### src/inc/charger_cfg_pkg.sv
package charger_cfg_pkg;
  localparam int ADDR_W = 8;
  localparam int DATA_W = 8;

  // Register offsets
  localparam logic [7:0] OFF_TIMER_TASK = 8'h02;
  localparam logic [7:0] OFF_EN_SET = 8'h04;
  localparam logic [7:0] OFF_EN_CLR = 8'h05;
  localparam logic [7:0] OFF_INH_SET = 8'h06;
  localparam logic [7:0] OFF_INH_CLR = 8'h07;
  localparam logic [7:0] OFF_ICHG_HI = 8'h08;
  localparam logic [7:0] OFF_ICHG_LO = 8'h09;
  localparam logic [7:0] OFF_IDIS_HI = 8'h0a;
  localparam logic [7:0] OFF_IDIS_LO = 8'h0b;
  localparam logic [7:0] OFF_VTERM_NORM = 8'h0c;
  localparam logic [7:0] OFF_VTERM_WARM = 8'h0d;
  localparam logic [7:0] OFF_PRECHG = 8'h0e;
  localparam logic [7:0] OFF_ITERM = 8'h0f;
  localparam logic [7:0] OFF_COLD_HI = 8'h10;
  localparam logic [7:0] OFF_COLD_LO = 8'h11;
  localparam logic [7:0] OFF_COOL_HI = 8'h12;
  localparam logic [7:0] OFF_COOL_LO = 8'h13;
  localparam logic [7:0] OFF_WARM_HI = 8'h14;
  localparam logic [7:0] OFF_WARM_LO = 8'h15;
  localparam logic [7:0] OFF_HOT_HI = 8'h16;
  localparam logic [7:0] OFF_HOT_LO = 8'h17;

  // Field positions
  localparam int BIT_ON = 0;
  localparam int BIT_FULL_COOL = 1;
  localparam int BIT_RECH_INH = 0;
  localparam int BIT_NTC_IGN = 1;
  localparam int BIT_TASK = 0;

  // Reset values
  localparam logic [7:0] RST_ICHG_HI = 8'h08;
  localparam logic [0:0] RST_ICHG_LO = 1'h0;
  localparam logic [7:0] RST_IDIS_HI = 8'hcf;
  localparam logic [0:0] RST_IDIS_LO = 1'h1;
  localparam logic [3:0] RST_VTERM = 4'h2;
  localparam logic [0:0] RST_SEL = 1'h0;
  localparam logic [7:0] RST_COLD_HI = 8'hbb;
  localparam logic [1:0] RST_COLD_LO = 2'h1;
  localparam logic [7:0] RST_COOL_HI = 8'ha4;
  localparam logic [1:0] RST_COOL_LO = 2'h2;
  localparam logic [7:0] RST_WARM_HI = 8'h54;
  localparam logic [1:0] RST_WARM_LO = 2'h1;
  localparam logic [7:0] RST_HOT_HI = 8'h3b;
  localparam logic [1:0] RST_HOT_LO = 2'h1;

  // Highest legal termination voltage code; above maps to default
  localparam logic [3:0] VTERM_MAX_CODE = 4'hd;

  typedef struct packed {
    logic charge_on;
    logic full_current_when_cool;
    logic recharge_inhibit;
    logic thermistor_ignore;
    logic precharge_level;
    logic term_current_level;
    logic [8:0] charge_current_code;
    logic [8:0] discharge_limit_code;
    logic [3:0] normal_term_voltage;
    logic [3:0] warm_term_voltage;
  } charge_cfg_t;

  typedef struct packed {
    logic [9:0] cold;
    logic [9:0] cool;
    logic [9:0] warm;
    logic [9:0] hot;
  } ntc_levels_t;

  typedef enum logic [1:0] {ACC_IDLE, ACC_WRITE, ACC_READ} acc_kind_t;
endpackage : charger_cfg_pkg

### src/hw/charger_config_registers.sv
// Contract
// - Task write one restarts both safety timers
// - Set bit0 write one enables charging
// - Clear bit0 write one disables charging
// - Bit1 pair selects full cool current
// - Bit0 inhibit pair controls recharge inhibition
// - Bit1 inhibit pair ignores thermistor limits
// - Charge current upper bits reset 0x08
// - Charge current lsb separate, resets zero
// - Discharge limit resets 0xcf and 1
// - Termination voltage code, reset two
// - Codes 14 and 15 act as default
// - Warm termination code, same encoding
// - Precharge level select resets zero
// - Termination current select resets zero
// - Cold threshold resets 0xbb, 1
// - Cool threshold resets 0xa4, 2
// - Warm threshold resets 0x54, 1
// - Hot threshold resets 0x3b, 1
// - Recharge only when not inhibited
`timescale 1ns/1ps
module charger_config_registers
  import charger_cfg_pkg::*;
(
  // Clock and reset
  input wire logic ref_clk_in,
  input wire logic rst_n_in,
  // Register port from the serial interface
  input wire logic wr_en_in,
  input wire logic rd_en_in,
  input wire logic [ADDR_W-1:0] addr_in,
  input wire logic [DATA_W-1:0] wdata_in,
  output logic [DATA_W-1:0] rdata_out,
  output logic rvalid_out,
  // Charger state machine
  input wire logic recharge_needed_in,
  output logic timer_restart_task_out,
  output logic recharge_start_out,
  output charge_cfg_t cfg_out,
  output ntc_levels_t ntc_out
);

  logic on_q, cool_q, inh_q, ign_q, tri_q, iterm_q;
  logic [7:0] ichg_hi_q, idis_hi_q;
  logic ichg_lo_q, idis_lo_q;
  logic [3:0] vnorm_q, vwarm_q;
  logic [7:0] cold_hi_q, cool_hi_q, warm_hi_q, hot_hi_q;
  logic [1:0] cold_lo_q, cool_lo_q, warm_lo_q, hot_lo_q;
  logic [DATA_W-1:0] rdata_d;

  // Decode
  wire logic w_task = wr_en_in && addr_in == OFF_TIMER_TASK;
  wire logic w_en_s = wr_en_in && addr_in == OFF_EN_SET;
  wire logic w_en_c = wr_en_in && addr_in == OFF_EN_CLR;
  wire logic w_in_s = wr_en_in && addr_in == OFF_INH_SET;
  wire logic w_in_c = wr_en_in && addr_in == OFF_INH_CLR;
  wire logic task_hit = w_task && wdata_in[BIT_TASK];
  wire logic [7:0] en_rd = {6'h00, cool_q, on_q};
  wire logic [7:0] inh_rd = {6'h00, ign_q, inh_q};

  // Terminal voltage codes 14 and 15 behave like the default
  function automatic logic [3:0] vterm_eff(input logic [3:0] c);
    vterm_eff = (c > VTERM_MAX_CODE) ? RST_VTERM : c;
  endfunction : vterm_eff

  always_ff @(posedge ref_clk_in or negedge rst_n_in) begin
    if (!rst_n_in) begin
      on_q <= 1'b0;
      cool_q <= 1'b0;
      inh_q <= 1'b0;
      ign_q <= 1'b0;
    end else begin
      if (w_en_s && wdata_in[BIT_ON]) begin
        on_q <= 1'b1;
      end else if (w_en_c && wdata_in[BIT_ON]) begin
        on_q <= 1'b0;
      end
      if (w_en_s && wdata_in[BIT_FULL_COOL]) begin
        cool_q <= 1'b1;
      end else if (w_en_c && wdata_in[BIT_FULL_COOL]) begin
        cool_q <= 1'b0;
      end
      if (w_in_s && wdata_in[BIT_RECH_INH]) begin
        inh_q <= 1'b1;
      end else if (w_in_c && wdata_in[BIT_RECH_INH]) begin
        inh_q <= 1'b0;
      end
      if (w_in_s && wdata_in[BIT_NTC_IGN]) begin
        ign_q <= 1'b1;
      end else if (w_in_c && wdata_in[BIT_NTC_IGN]) begin
        ign_q <= 1'b0;
      end
    end
  end

  // Plain read/write configuration
  always_ff @(posedge ref_clk_in or negedge rst_n_in) begin
    if (!rst_n_in) begin
      ichg_hi_q <= RST_ICHG_HI;
      ichg_lo_q <= RST_ICHG_LO;
      idis_hi_q <= RST_IDIS_HI;
      idis_lo_q <= RST_IDIS_LO;
      vnorm_q <= RST_VTERM;
      vwarm_q <= RST_VTERM;
      tri_q <= RST_SEL;
      iterm_q <= RST_SEL;
      cold_hi_q <= RST_COLD_HI;
      cold_lo_q <= RST_COLD_LO;
      cool_hi_q <= RST_COOL_HI;
      cool_lo_q <= RST_COOL_LO;
      warm_hi_q <= RST_WARM_HI;
      warm_lo_q <= RST_WARM_LO;
      hot_hi_q <= RST_HOT_HI;
      hot_lo_q <= RST_HOT_LO;
    end else if (wr_en_in) begin
      unique case (addr_in)
        OFF_ICHG_HI: ichg_hi_q <= wdata_in;
        OFF_ICHG_LO: ichg_lo_q <= wdata_in[0];
        OFF_IDIS_HI: idis_hi_q <= wdata_in;
        OFF_IDIS_LO: idis_lo_q <= wdata_in[0];
        OFF_VTERM_NORM: vnorm_q <= wdata_in[3:0];
        OFF_VTERM_WARM: vwarm_q <= wdata_in[3:0];
        OFF_PRECHG: tri_q <= wdata_in[0];
        OFF_ITERM: iterm_q <= wdata_in[0];
        OFF_COLD_HI: cold_hi_q <= wdata_in;
        OFF_COLD_LO: cold_lo_q <= wdata_in[1:0];
        OFF_COOL_HI: cool_hi_q <= wdata_in;
        OFF_COOL_LO: cool_lo_q <= wdata_in[1:0];
        OFF_WARM_HI: warm_hi_q <= wdata_in;
        OFF_WARM_LO: warm_lo_q <= wdata_in[1:0];
        OFF_HOT_HI: hot_hi_q <= wdata_in;
        OFF_HOT_LO: hot_lo_q <= wdata_in[1:0];
        default: ;
      endcase
    end
  end

  // Read mux; task and unmapped offsets read zero
  always_comb begin
    unique case (addr_in)
      OFF_EN_SET, OFF_EN_CLR: rdata_d = en_rd;
      OFF_INH_SET, OFF_INH_CLR: rdata_d = inh_rd;
      OFF_ICHG_HI: rdata_d = ichg_hi_q;
      OFF_ICHG_LO: rdata_d = {7'h00, ichg_lo_q};
      OFF_IDIS_HI: rdata_d = idis_hi_q;
      OFF_IDIS_LO: rdata_d = {7'h00, idis_lo_q};
      OFF_VTERM_NORM: rdata_d = {4'h0, vnorm_q};
      OFF_VTERM_WARM: rdata_d = {4'h0, vwarm_q};
      OFF_PRECHG: rdata_d = {7'h00, tri_q};
      OFF_ITERM: rdata_d = {7'h00, iterm_q};
      OFF_COLD_HI: rdata_d = cold_hi_q;
      OFF_COLD_LO: rdata_d = {6'h00, cold_lo_q};
      OFF_COOL_HI: rdata_d = cool_hi_q;
      OFF_COOL_LO: rdata_d = {6'h00, cool_lo_q};
      OFF_WARM_HI: rdata_d = warm_hi_q;
      OFF_WARM_LO: rdata_d = {6'h00, warm_lo_q};
      OFF_HOT_HI: rdata_d = hot_hi_q;
      OFF_HOT_LO: rdata_d = {6'h00, hot_lo_q};
      default: rdata_d = 8'h00;
    endcase
  end

  always_ff @(posedge ref_clk_in or negedge rst_n_in) begin
    if (!rst_n_in) begin
      rdata_out <= 8'h00;
      rvalid_out <= 1'b0;
      timer_restart_task_out <= 1'b0;
      recharge_start_out <= 1'b0;
      cfg_out <= '0;
      ntc_out <= '0;
    end else begin
      rvalid_out <= rd_en_in;
      if (rd_en_in) begin
        rdata_out <= rdata_d;
      end
      timer_restart_task_out <= task_hit;
      recharge_start_out <= recharge_needed_in && on_q && !inh_q;
      cfg_out.charge_on <= on_q;
      cfg_out.full_current_when_cool <= cool_q;
      cfg_out.recharge_inhibit <= inh_q;
      cfg_out.thermistor_ignore <= ign_q;
      cfg_out.precharge_level <= tri_q;
      cfg_out.term_current_level <= iterm_q;
      cfg_out.charge_current_code <= {ichg_hi_q, ichg_lo_q};
      cfg_out.discharge_limit_code <= {idis_hi_q, idis_lo_q};
      cfg_out.normal_term_voltage <= vterm_eff(vnorm_q);
      cfg_out.warm_term_voltage <= vterm_eff(vwarm_q);
      ntc_out.cold <= {cold_hi_q, cold_lo_q};
      ntc_out.cool <= {cool_hi_q, cool_lo_q};
      ntc_out.warm <= {warm_hi_q, warm_lo_q};
      ntc_out.hot <= {hot_hi_q, hot_lo_q};
    end
  end
endmodule : charger_config_registers

### config.mk
export PLATFORM = sky130hd
export DESIGN_NAME = charger_config_registers
export DESIGN_NICKNAME = d
export VERILOG_FILES = /design/src/inc/charger_cfg_pkg.sv /design/src/hw/charger_config_registers.sv
export SDC_FILE = /design/constraint.sdc
export NUM_CORES = 1
export LEC_CHECK = 0
export BUFFER_PORTS_ARGS = -buffer_cell sky130_fd_sc_hd__clkbuf_2
export CAP_MARGIN = 15
export CELL_PAD_IN_SITES_DETAIL_PLACEMENT = 0
export CELL_PAD_IN_SITES_GLOBAL_PLACEMENT = 2
export CORE_MARGIN = 3
export CORE_UTILIZATION = 41
export DETAILED_ROUTE_END_ITERATION = 8
export PLACE_DENSITY_LB_ADDON = 0.1
export SYNTH_ARGS = -nofsm -noshare
export SYNTH_HDL_FRONTEND = slang
export SYNTH_SLANG_ARGS = --single-unit
### constraint.sdc
create_clock -name ref_clk_in -period 3.95 [get_ports ref_clk_in]
set_input_delay 0.79 -clock ref_clk_in [delete_from_list [all_inputs] [get_ports ref_clk_in]]
set_output_delay 0.79 -clock ref_clk_in [all_outputs]
set_load 0.05 [all_outputs]
* Word-level counts from Yosys, hierarchy flattened
Cells that the tools add are included.
** Operators by class
- Add/sub/neg operators :: 0
- Multipliers :: 0
- Div/mod/pow operators :: 0
- Magnitude comparators :: 2
- Equal/unequal tests :: 21
- Shift-type cells :: 0
- Muxes and demuxes :: 11
- Bitwise logic cells :: 0
- Reduce and logical (&&, ||, !) cells :: 39
** Operators with widths (number)
- case mux 8 bit (18 select lines) :: 1
- equality test 8 x 4 -> 1 bit, second input constant :: 8
- equality test 8 x 5 -> 1 bit, second input constant :: 8
- equality test 8 x 3 -> 1 bit, second input constant :: 4
- AND reduction 2 bit :: 16
- logical AND 1 bit :: 16
- equality test 8 x 2 -> 1 bit, second input constant :: 1
- greater-than comparator 4 bit, second input constant :: 2
- 2-to-1 mux 1 bit :: 8
- 2-to-1 mux 4 bit :: 2
- nonzero test 2 bit :: 4
- OR reduction 2 bit :: 2
- zero test 1 bit :: 1
** Word-level totals
- Bits in registers :: 155
- Bits in latches :: 0
- Bits in writable memories :: 0
- ROM bits :: 0
- Input bits :: 21
- Output and inout port bits :: 83
- Word-level logic and storage cells :: 111
- Memories :: 0

* Depth between registers and ports, before layout
Gate-level depths: netlist (run 1).
- Depth after elaboration :: 5
- Depth in mapped cells :: 6
- Gate-level depth less buffers :: 4

* Worst setup path before layout (run 1)
Ideal clock, no wire load.
- Path kind :: input to register
- Start point :: input port addr_in[5]
- End point :: register ichg_hi_q[0]
- Library setup time :: 125 ps
- Arrival :: 2386 ps
- Data required time :: 3825 ps
- Setup slack :: 1439 ps
- Stages on the path :: 5
- Buffers on the path :: 2
- Cells stage by stage :: or4_1 buf_2 or4_4 buf_6 mux2_4
** On the way
- Cells in the longest elaborated chain, start to end :: 2
** RTL lines
- from (decl) :: RTL line charger_config_registers.sv:31 : input wire logic [ADDR_W-1:0] addr_in,
- equality test 8 x 4 -> 1 bit :: RTL line charger_config_registers.sv:116 : unique case (addr_in)
- AND reduction 2 bit (no line)
- to (signal assigned) :: RTL line charger_config_registers.sv:117 : OFF_ICHG_HI: ichg_hi_q <= wdata_in;
- to (decl) :: RTL line charger_config_registers.sv:44 : logic [7:0] ichg_hi_q, idis_hi_q;
No other way between the ends.
A chain may end at the register's enable or synchronous reset.

* Worst setup path in the final report (run 1)
- Start point :: input port addr_in[4]
- End point :: register idis_hi_q[4]
** On the way
- Cells in the longest elaborated chain, start to end :: 2
** RTL lines
- equality test 8 x 4 -> 1 bit :: RTL line charger_config_registers.sv:116
- AND reduction 2 bit (no line)
- to (signal assigned) :: RTL line charger_config_registers.sv:119 : OFF_IDIS_HI: idis_hi_q <= wdata_in;
- to (decl) :: RTL line charger_config_registers.sv:44
No other way between the ends.

==> flow_summary.rst, run 1 <==
.. list-table::
   :header-rows: 1

   * - Metric
     - Value
   * - Post-synthesis net count
     - 431
   * - Initial antenna violation count
     - 0
   * - Hold Crit Depth
     - 0
   * - Worst voltage drop across the vdd grid
     - 0.298 mV
   * - Filler Cells Inserted
     - 1259
   * - Number of pins exceeding their max-slew limit in the final report
     - 0
   * - Global-route usage over all layers
     - 19.9%
   * - TritonCTS buffer count
     - 17
   * - Wire length of the first global-routing pass
     - 23.8 mm
   * - Die height
     - 126 µm
   * - Vias per cell
     - 5.35
   * - Metal1 wirelength
     - 6.88 mm
   * - 1st-iter DRT viols
     - 199
   * - Min-Delay Path Class
     - reg2reg
   * - Area growth syn-to-layout
     - 22.9%
   * - Slew @ Worst Pin
     - 1.04 ns
   * - Detail Route met2 WL
     - 7.31 mm
   * - Total congestion overflow
     - 0
   * - Post-synthesis instance area
     - 5930 µm²
   * - Share of synthesized area occupied by flip-flops and latches
     - 66.1%
   * - Fraction of post-synthesis cell area in the top cell type by area
     - 52.4%
   * - Crit share post-route
     - 65.5%
   * - RePlAce Congestion
     - 0.804
   * - Setup Viol. Count Final
     - 0
   * - Deepest clock path buffer count
     - 2
   * - Tightest slew margin relative to the limit
     - 30.5%
   * - Overall via count from detail_route
     - 3811
   * - Ranking of synthesized cells by area
     - sky130_fd_sc_hd__dfrtp_1 52%, sky130_fd_sc_hd__dfstp_2 14%, sky130_fd_sc_hd__mux2_2 12%
   * - Worst Slack Setup Final
     - 1.36 ns
   * - Run status
     - finished clean
   * - Routed wire per std cell
     - 21.0 µm
   * - Met3 WL post-DR
     - 648 µm
   * - Detailed placement HPWL
     - 10.4 mm
   * - FFs w/ async S/R, synth
     - 100%
   * - Number of gates given a new drive strength after cts
     - 0
   * - Dominant synthesized flop cell
     - sky130_fd_sc_hd__dfrtp_1
   * - Number of buffers added to fix hold violations after cts
     - 0
   * - Crit Path Category
     - in2reg
   * - Total Wirelength
     - 15.0 mm
   * - Standard cell with the maximum stage delay on the critical path
     - sky130_fd_sc_hd__or4_1
   * - Maximum operating frequency
     - 0.386 GHz
   * - Placeable core area
     - 14000 µm²
   * - Number of design rule violations left after detail routing
     - 0
   * - Arrival time of the worst setup path
     - 2.89 ns
   * - Share of layout cells above drive strength 1
     - 48.2%
   * - Initial Util
     - 42.4%
   * - Via count of the first global-routing pass
     - 3986
   * - Share of the core filled with cells in the final layout
     - 52.1%
   * - Avg Synthesized Cell Area
     - 14.5 µm²
   * - Number of distinct library cells after synthesis
     - 49
   * - Setup TNS Final
     - 0 ns
   * - Largest net degree at the start of global routing
     - 118
   * - Drt pass-1 iters
     - 4
   * - Worst Setup Slack post-DPL
     - 0.915 ns
   * - Number of enable flip-flop cells after synthesis
     - 0
   * - Die Wd
     - 126 µm
   * - Total I/O pin count
     - 104
   * - Dominant cell type by area after synthesis
     - sky130_fd_sc_hd__dfrtp_1
   * - Count of cell instances traversed by the critical path
     - 5
   * - Power per cell area
     - 519 nW/µm²
   * - Delay of the slowest cell on the worst path
     - 0.84 ns
   * - Clk sink count
     - 155
   * - Remaining antenna violation count after routing
     - 0
   * - Setup repair after global routing missed its margin
     - no
   * - Count of maximum capacitance violations
     - 0
   * - Insertion delay to the later sink of the worst-skew pair
     - 0.42 ns
   * - Count of buffers inserted at the top-level ports
     - 103
   * - Clock slew at reported path FFs
     - 0.06 ns
   * - Number of buffers and inverters on the critical path
     - 1
   * - FF+latch count, synth
     - 155
   * - CTS tree
     - yes
   * - CP Capture Type
     - register
   * - Static Leak
     - 3.56 nW
   * - Die Area
     - 15900 µm²
   * - Count of standard-cell rows
     - 43
   * - Crit-path cells
     - clkbuf_2 -> or4_1 -> nor3_1 -> nand2_1 -> mux2_2
   * - Inserted Diodes
     - 0
   * - Top layer used by detailed routing
     - met4
   * - Maximum level of the CTS H-tree
     - 4
   * - Most common cell after layout, fill and taps aside
     - sky130_fd_sc_hd__dfrtp_1
   * - Worst clock skew
     - 0.00579 ns
   * - CTS Root Buffer Type
     - sky130_fd_sc_hd__clkbuf_16
   * - Total number of yosys warnings
     - 0
   * - Shortest period the worst path allows
     - 2.59 ns
   * - Worst EP required
     - 4.26 ns
   * - Post-layout net count
     - 541
   * - Highest net fanout along the worst path
     - 16
   * - Worst Setup Start Kind
     - input port
   * - Cell family with the largest share of critical-path delay
     - simple AND/OR/NAND/NOR gates
   * - Final hold vios
     - 0
   * - Number of buffers added for setup after CTS
     - 0
   * - Most frequent cells in the layout
     - 124 x sky130_fd_sc_hd__dfrtp_1, 102 x sky130_fd_sc_hd__clkbuf_2, 65 x sky130_fd_sc_hd__mux2_2, 31 x sky130_fd_sc_hd__dfstp_2, 17 x sky130_fd_sc_hd__clkbuf_16
   * - Reg2Reg Depth
     - 4
   * - Synthesized netlist cell count
     - 410
[cell type report]
class | instances | area (µm²) | share of cell area, %
sequential | 155 | 3920 | 53.8
multi-input combinational | 224 | 1880 | 25.8
timing repair buffer | 112 | 589 | 8.09
clock buffer | 18 | 439 | 6.03
tap | 180 | 225 | 3.09
clock inverter | 14 | 193 | 2.65
inverter | 10 | 37.5 | 0.515
[sequential cells by signal, indices dropped and copies added, names as in the netlist, 2 cells and up]
name       cells
cool_hi_q      8
cool_lo_q      2
warm_hi_q      8
vwarm_q        4
hot_hi_q       8
cold_hi_q      8
rdata_out      8
ntc_out       40
ichg_hi_q      8
cold_lo_q      2
vnorm_q        4
hot_lo_q       2
cfg_out       32
idis_hi_q      8
warm_lo_q      2
[per-layer routing]
metal | vias up | global-route usage (%)
li1 | 1725 | -
met1 | 1976 | 28.2
met2 | 97 | 30.2
met3 | 13 | 4.41
met4 | 0 | 7.38
met5 | - | 0
[final timing paths]
check	from	slack, ns	to
max reg2reg	idis_hi_q[1]	2.34	rdata_out[1]
min in group asynchronous	rst_n_in	0.54	ntc_out[0]
max	addr_in[4]	1.36	idis_hi_q[4]
min reg2reg	warm_hi_q[3]	0.39	ntc_out[15]
max in group asynchronous	rst_n_in	2.47	hot_hi_q[5]
min	warm_hi_q[3]	0.39	ntc_out[15]
[per-stage QoR]
stage | hold WS (ns) | instances | area (µm²) | power (mW)
2_1_floorplan | 0.364 | 410 | 5930 | 1.95
4_1_cts | 0.401 | 713 | 7280 | 3.82
3_5_place_dp | 0.386 | 681 | 6650 | 2.09
6_report | 0.394 | 713 | 7280 | 3.78
3_3_place_gp | 0.383 | 681 | 6650 | 2.08
5_1_grt | 0.403 | 713 | 7280 | 3.92
[cell usage after synthesis (all sizes together), types with 5 or more instances]
cell	n
a21oi	5
a31oi	6
buf	6
clkbuf	15
dfrtp	124
dfstp	31
inv	10
mux2	73
mux2i	16
nand2	12
nand3	14
nand4	7
nor2	13
nor3	10
nor4	9
o21ai	7
[power by group]
part           internal [mW]  switching (mW)  leakage [nW]
Combinational         0.0843           0.255          1.22
Clock                   1.08           0.644         0.303
Sequential              1.67          0.0446          2.03
Total                   2.83           0.944          3.56
[cells by family (layout without fill, tap and decap cells)]
group	count (synthesis)	in the layout	synth area share (%)
compound gates	48	48	6.08
simple gates	86	86	8.19
mux	90	90	17.5
buf+inv	31	154	2.15
flops	155	155	66.1
(Power assumes the default switching activity.)
==> run 2: changes to the inputs <==
Settings changed: CORE_UTILIZATION 41 to 38.
Clock period 3.95 ns to 2.6 ns, I/O delays scaled along.
==> run 2 against run 1 <==
Total power is 56% higher. Combinational power is 56% higher. Wire length is 1.8% higher. Clock-buffer cell count is 2 higher. Critical endpoint is now rdata_out[5].
==> flow_summary.rst, run 2 (synthesized netlist as in run 1, its figures left out) <==
.. list-table::
   :header-rows: 1

   * - Metric
     - Value
   * - Clock power share
     - 46.7%
   * - Most frequent cells in the layout
     - 124 x sky130_fd_sc_hd__dfrtp_1, 102 x sky130_fd_sc_hd__clkbuf_2, 65 x sky130_fd_sc_hd__mux2_2, 31 x sky130_fd_sc_hd__dfstp_2, 24 x sky130_fd_sc_hd__buf_4
   * - Crit share post-route
     - 84.7%
   * - Deepest clock path buffer count
     - 2
   * - Standard cell with the maximum stage delay on the critical path
     - sky130_fd_sc_hd__or4b_2
   * - Cell family with the largest share of critical-path delay
     - simple AND/OR/NAND/NOR gates
   * - Shortest period the worst path allows
     - 2.20 ns
   * - Number of gates given a new drive strength after cts
     - 0
   * - Net switching power of the design
     - 1.41 mW
   * - Crit Path Category
     - in2reg
   * - RePlAce Congestion
     - 0.845
   * - Tightest slew margin relative to the limit
     - 56.7%
   * - Number of pins exceeding their max-slew limit in the final report
     - 0
   * - Total congestion overflow
     - 0
   * - Die Area
     - 17100 µm²
   * - Delay of the slowest cell on the worst path
     - 0.87 ns
   * - Register with the most flip-flops
     - ntc_out
   * - Setup TNS Final
     - 0 ns
   * - Worst EP required
     - 2.93 ns
   * - Worst voltage drop across the vdd grid
     - 0.505 mV
   * - Power per cell area
     - 790 nW/µm²
   * - TritonCTS buffer count
     - 17
   * - Routed wire per std cell
     - 20.7 µm
   * - Static Leak
     - 3.65 nW
   * - Share of layout cells above drive strength 1
     - 49.2%
   * - Number of buffers and inverters on the critical path
     - 1
   * - Met1 routing resource usage after global routing
     - 26.6%
   * - Share of power burned in registers
     - 44.3%
   * - Initial Util
     - 39.0%
   * - Highest-utilization routing layer at the global route stage
     - met2
   * - Setup repair after global routing missed its margin
     - no
   * - Area growth syn-to-layout
     - 25.8%
   * - Arrival time of the worst setup path
     - 2.53 ns
   * - CTS tree
     - yes
   * - Overall via count from detail_route
     - 3829
   * - Startpoint of the most critical register-to-register path
     - idis_hi_q[1]
   * - Largest net degree at the start of global routing
     - 65
   * - Fraction of power spent switching nets
     - 23.9%
   * - Run status
     - finished clean
   * - Global-route usage over all layers
     - 19.4%
   * - Detailed placement HPWL
     - 10.9 mm
   * - Worst clock skew
     - 0.00451 ns
   * - Number of buffers added for setup after CTS
     - 0
   * - Flip-flop count of the largest register, all copies and words added
     - 40
   * - Highest net fanout along the worst path
     - 10
   * - Setup Viol. Count Final
     - 0
   * - Share of total power in combinational logic
     - 9.0%
   * - Placeable core area
     - 15200 µm²
   * - Number of standard cells in the layout, taps in and fillers out
     - 737
   * - Total I/O pin count
     - 104
   * - Via count of the first global-routing pass
     - 4093
   * - Maximum operating frequency
     - 0.454 GHz
   * - Initial antenna violation count
     - 0
   * - Total Wirelength
     - 15.3 mm
   * - Most common cell after layout, fill and taps aside
     - sky130_fd_sc_hd__dfrtp_1
   * - Drt pass-1 iters
     - 4
   * - Met2 Resource Use GR
     - 30.0%
   * - CTS Root Buffer Type
     - sky130_fd_sc_hd__clkbuf_16
   * - Number of buffers added to fix hold violations after cts
     - 0
   * - Worst Setup Start Kind
     - input port
   * - Post-placement cell count
     - 705
   * - Startpoint of the most critical setup path
     - addr_in[5]
   * - Final hold vios
     - 0
   * - Slew @ Worst Pin
     - 0.645 ns
   * - Die Wd
     - 131 µm
   * - Count of maximum capacitance violations
     - 0
   * - Wire length of the first global-routing pass
     - 24.2 mm
   * - Insertion delay to the later sink of the worst-skew pair
     - 0.42 ns
   * - Number of design rule violations left after detail routing
     - 0
   * - Maximum level of the CTS H-tree
     - 4
   * - CP Capture Type
     - register
   * - Count of standard-cell rows
     - 45
   * - Inserted Diodes
     - 0
   * - Vias per cell
     - 5.20
   * - Crit-path cells
     - clkbuf_2 -> or4b_2 -> nor3_1 -> a221oi_1 -> o221ai_1
   * - Clk sink count
     - 155
   * - 1st-iter DRT viols
     - 248
   * - Min-Delay Path Class
     - in2async
   * - Met3 demand-to-capacity share in global routing
     - 4.15%
   * - Die height
     - 131 µm
   * - Remaining antenna violation count after routing
     - 0
   * - Cell Int Power
     - 4.48 mW
   * - Count of buffers inserted at the top-level ports
     - 103
   * - Largest registers in the final layout
     - ntc_out x40, cfg_out x32
   * - Post-layout net count
     - 557
   * - Clock slew at reported path FFs
     - 0.06 ns
[run 2: worst register-to-register path: stages (launching register included)]
cell                      delay (ns)
sky130_fd_sc_hd__dfstp_2        0.54
sky130_fd_sc_hd__inv_1          0.04
sky130_fd_sc_hd__or4_1          0.51
sky130_fd_sc_hd__a32o_1         0.24
sky130_fd_sc_hd__a41oi_1        0.18
[run 2: per-layer routing]
layer  up-vias  wire length [µm]  share of wire, %
li1       1753                 -                 -
met1      1939              7000                46
met2       109              7250                47
met3        28               587               3.8
met4         0               435               2.8
met5         -                 0                 0
[run 2: per-stage QoR]
| stage | hold WS [ns] | worst slack (ns) | util [%] | instance area (µm²) | power, mW |
|---|---|---|---|---|---|
| 6_report | 0.0954 | 0.398 | 49.0 | 7450 | 5.89 |
| 3_3_place_gp | 0.381 | 0.0458 | 44.7 | 6790 | 3.18 |
| 4_1_cts | 0.106 | 0.476 | 49.0 | 7450 | 5.96 |
| 3_5_place_dp | 0.380 | 0.0403 | 44.7 | 6790 | 3.18 |
| 5_1_grt | 0.121 | 0.358 | 49.0 | 7450 | 6.12 |
| 2_1_floorplan | 0.224 | 0.359 | - | 5930 | 2.96 |
[run 2: power groups by stage]
stage	clock network (mW)	logic (mW)	registers [mW]
floorplan	0	0.137	2.83
global placement	0	0.531	2.65
detailed placement	0	0.534	2.65
CTS	2.81	0.535	2.61
global route	2.93	0.569	2.62
finish	2.75	0.529	2.61
[run 2: final timing paths]
| check | to | cells after the start | slack, ns |
|---|---|---|---|
| max | rdata_out[5] | 5 | 0.40 |
| min | ntc_out[0] | 1 | 0.1 |
| max reg2reg | rdata_out[1] | 4 | 1.00 |
| min reg2reg | ntc_out[25] | 0 | 0.40 |
| max in group asynchronous | vwarm_q[1] | 2 | 1.70 |
| min in group ref_clk_in | recharge_start_out | 3 | 0.31 |
[run 2: cell type report]
| class | instances | area (µm²) |
|---|---|---|
| Fill cell | 1390 | 7750 |
| Sequential cell | 155 | 3920 |
| Multi-Input combinational cell | 224 | 1880 |
| Timing Repair Buffer | 128 | 722 |
| Clock buffer | 20 | 437 |
| Tap cell | 188 | 235 |
| Clock inverter | 12 | 223 |
| Inverter | 10 | 37.5 |
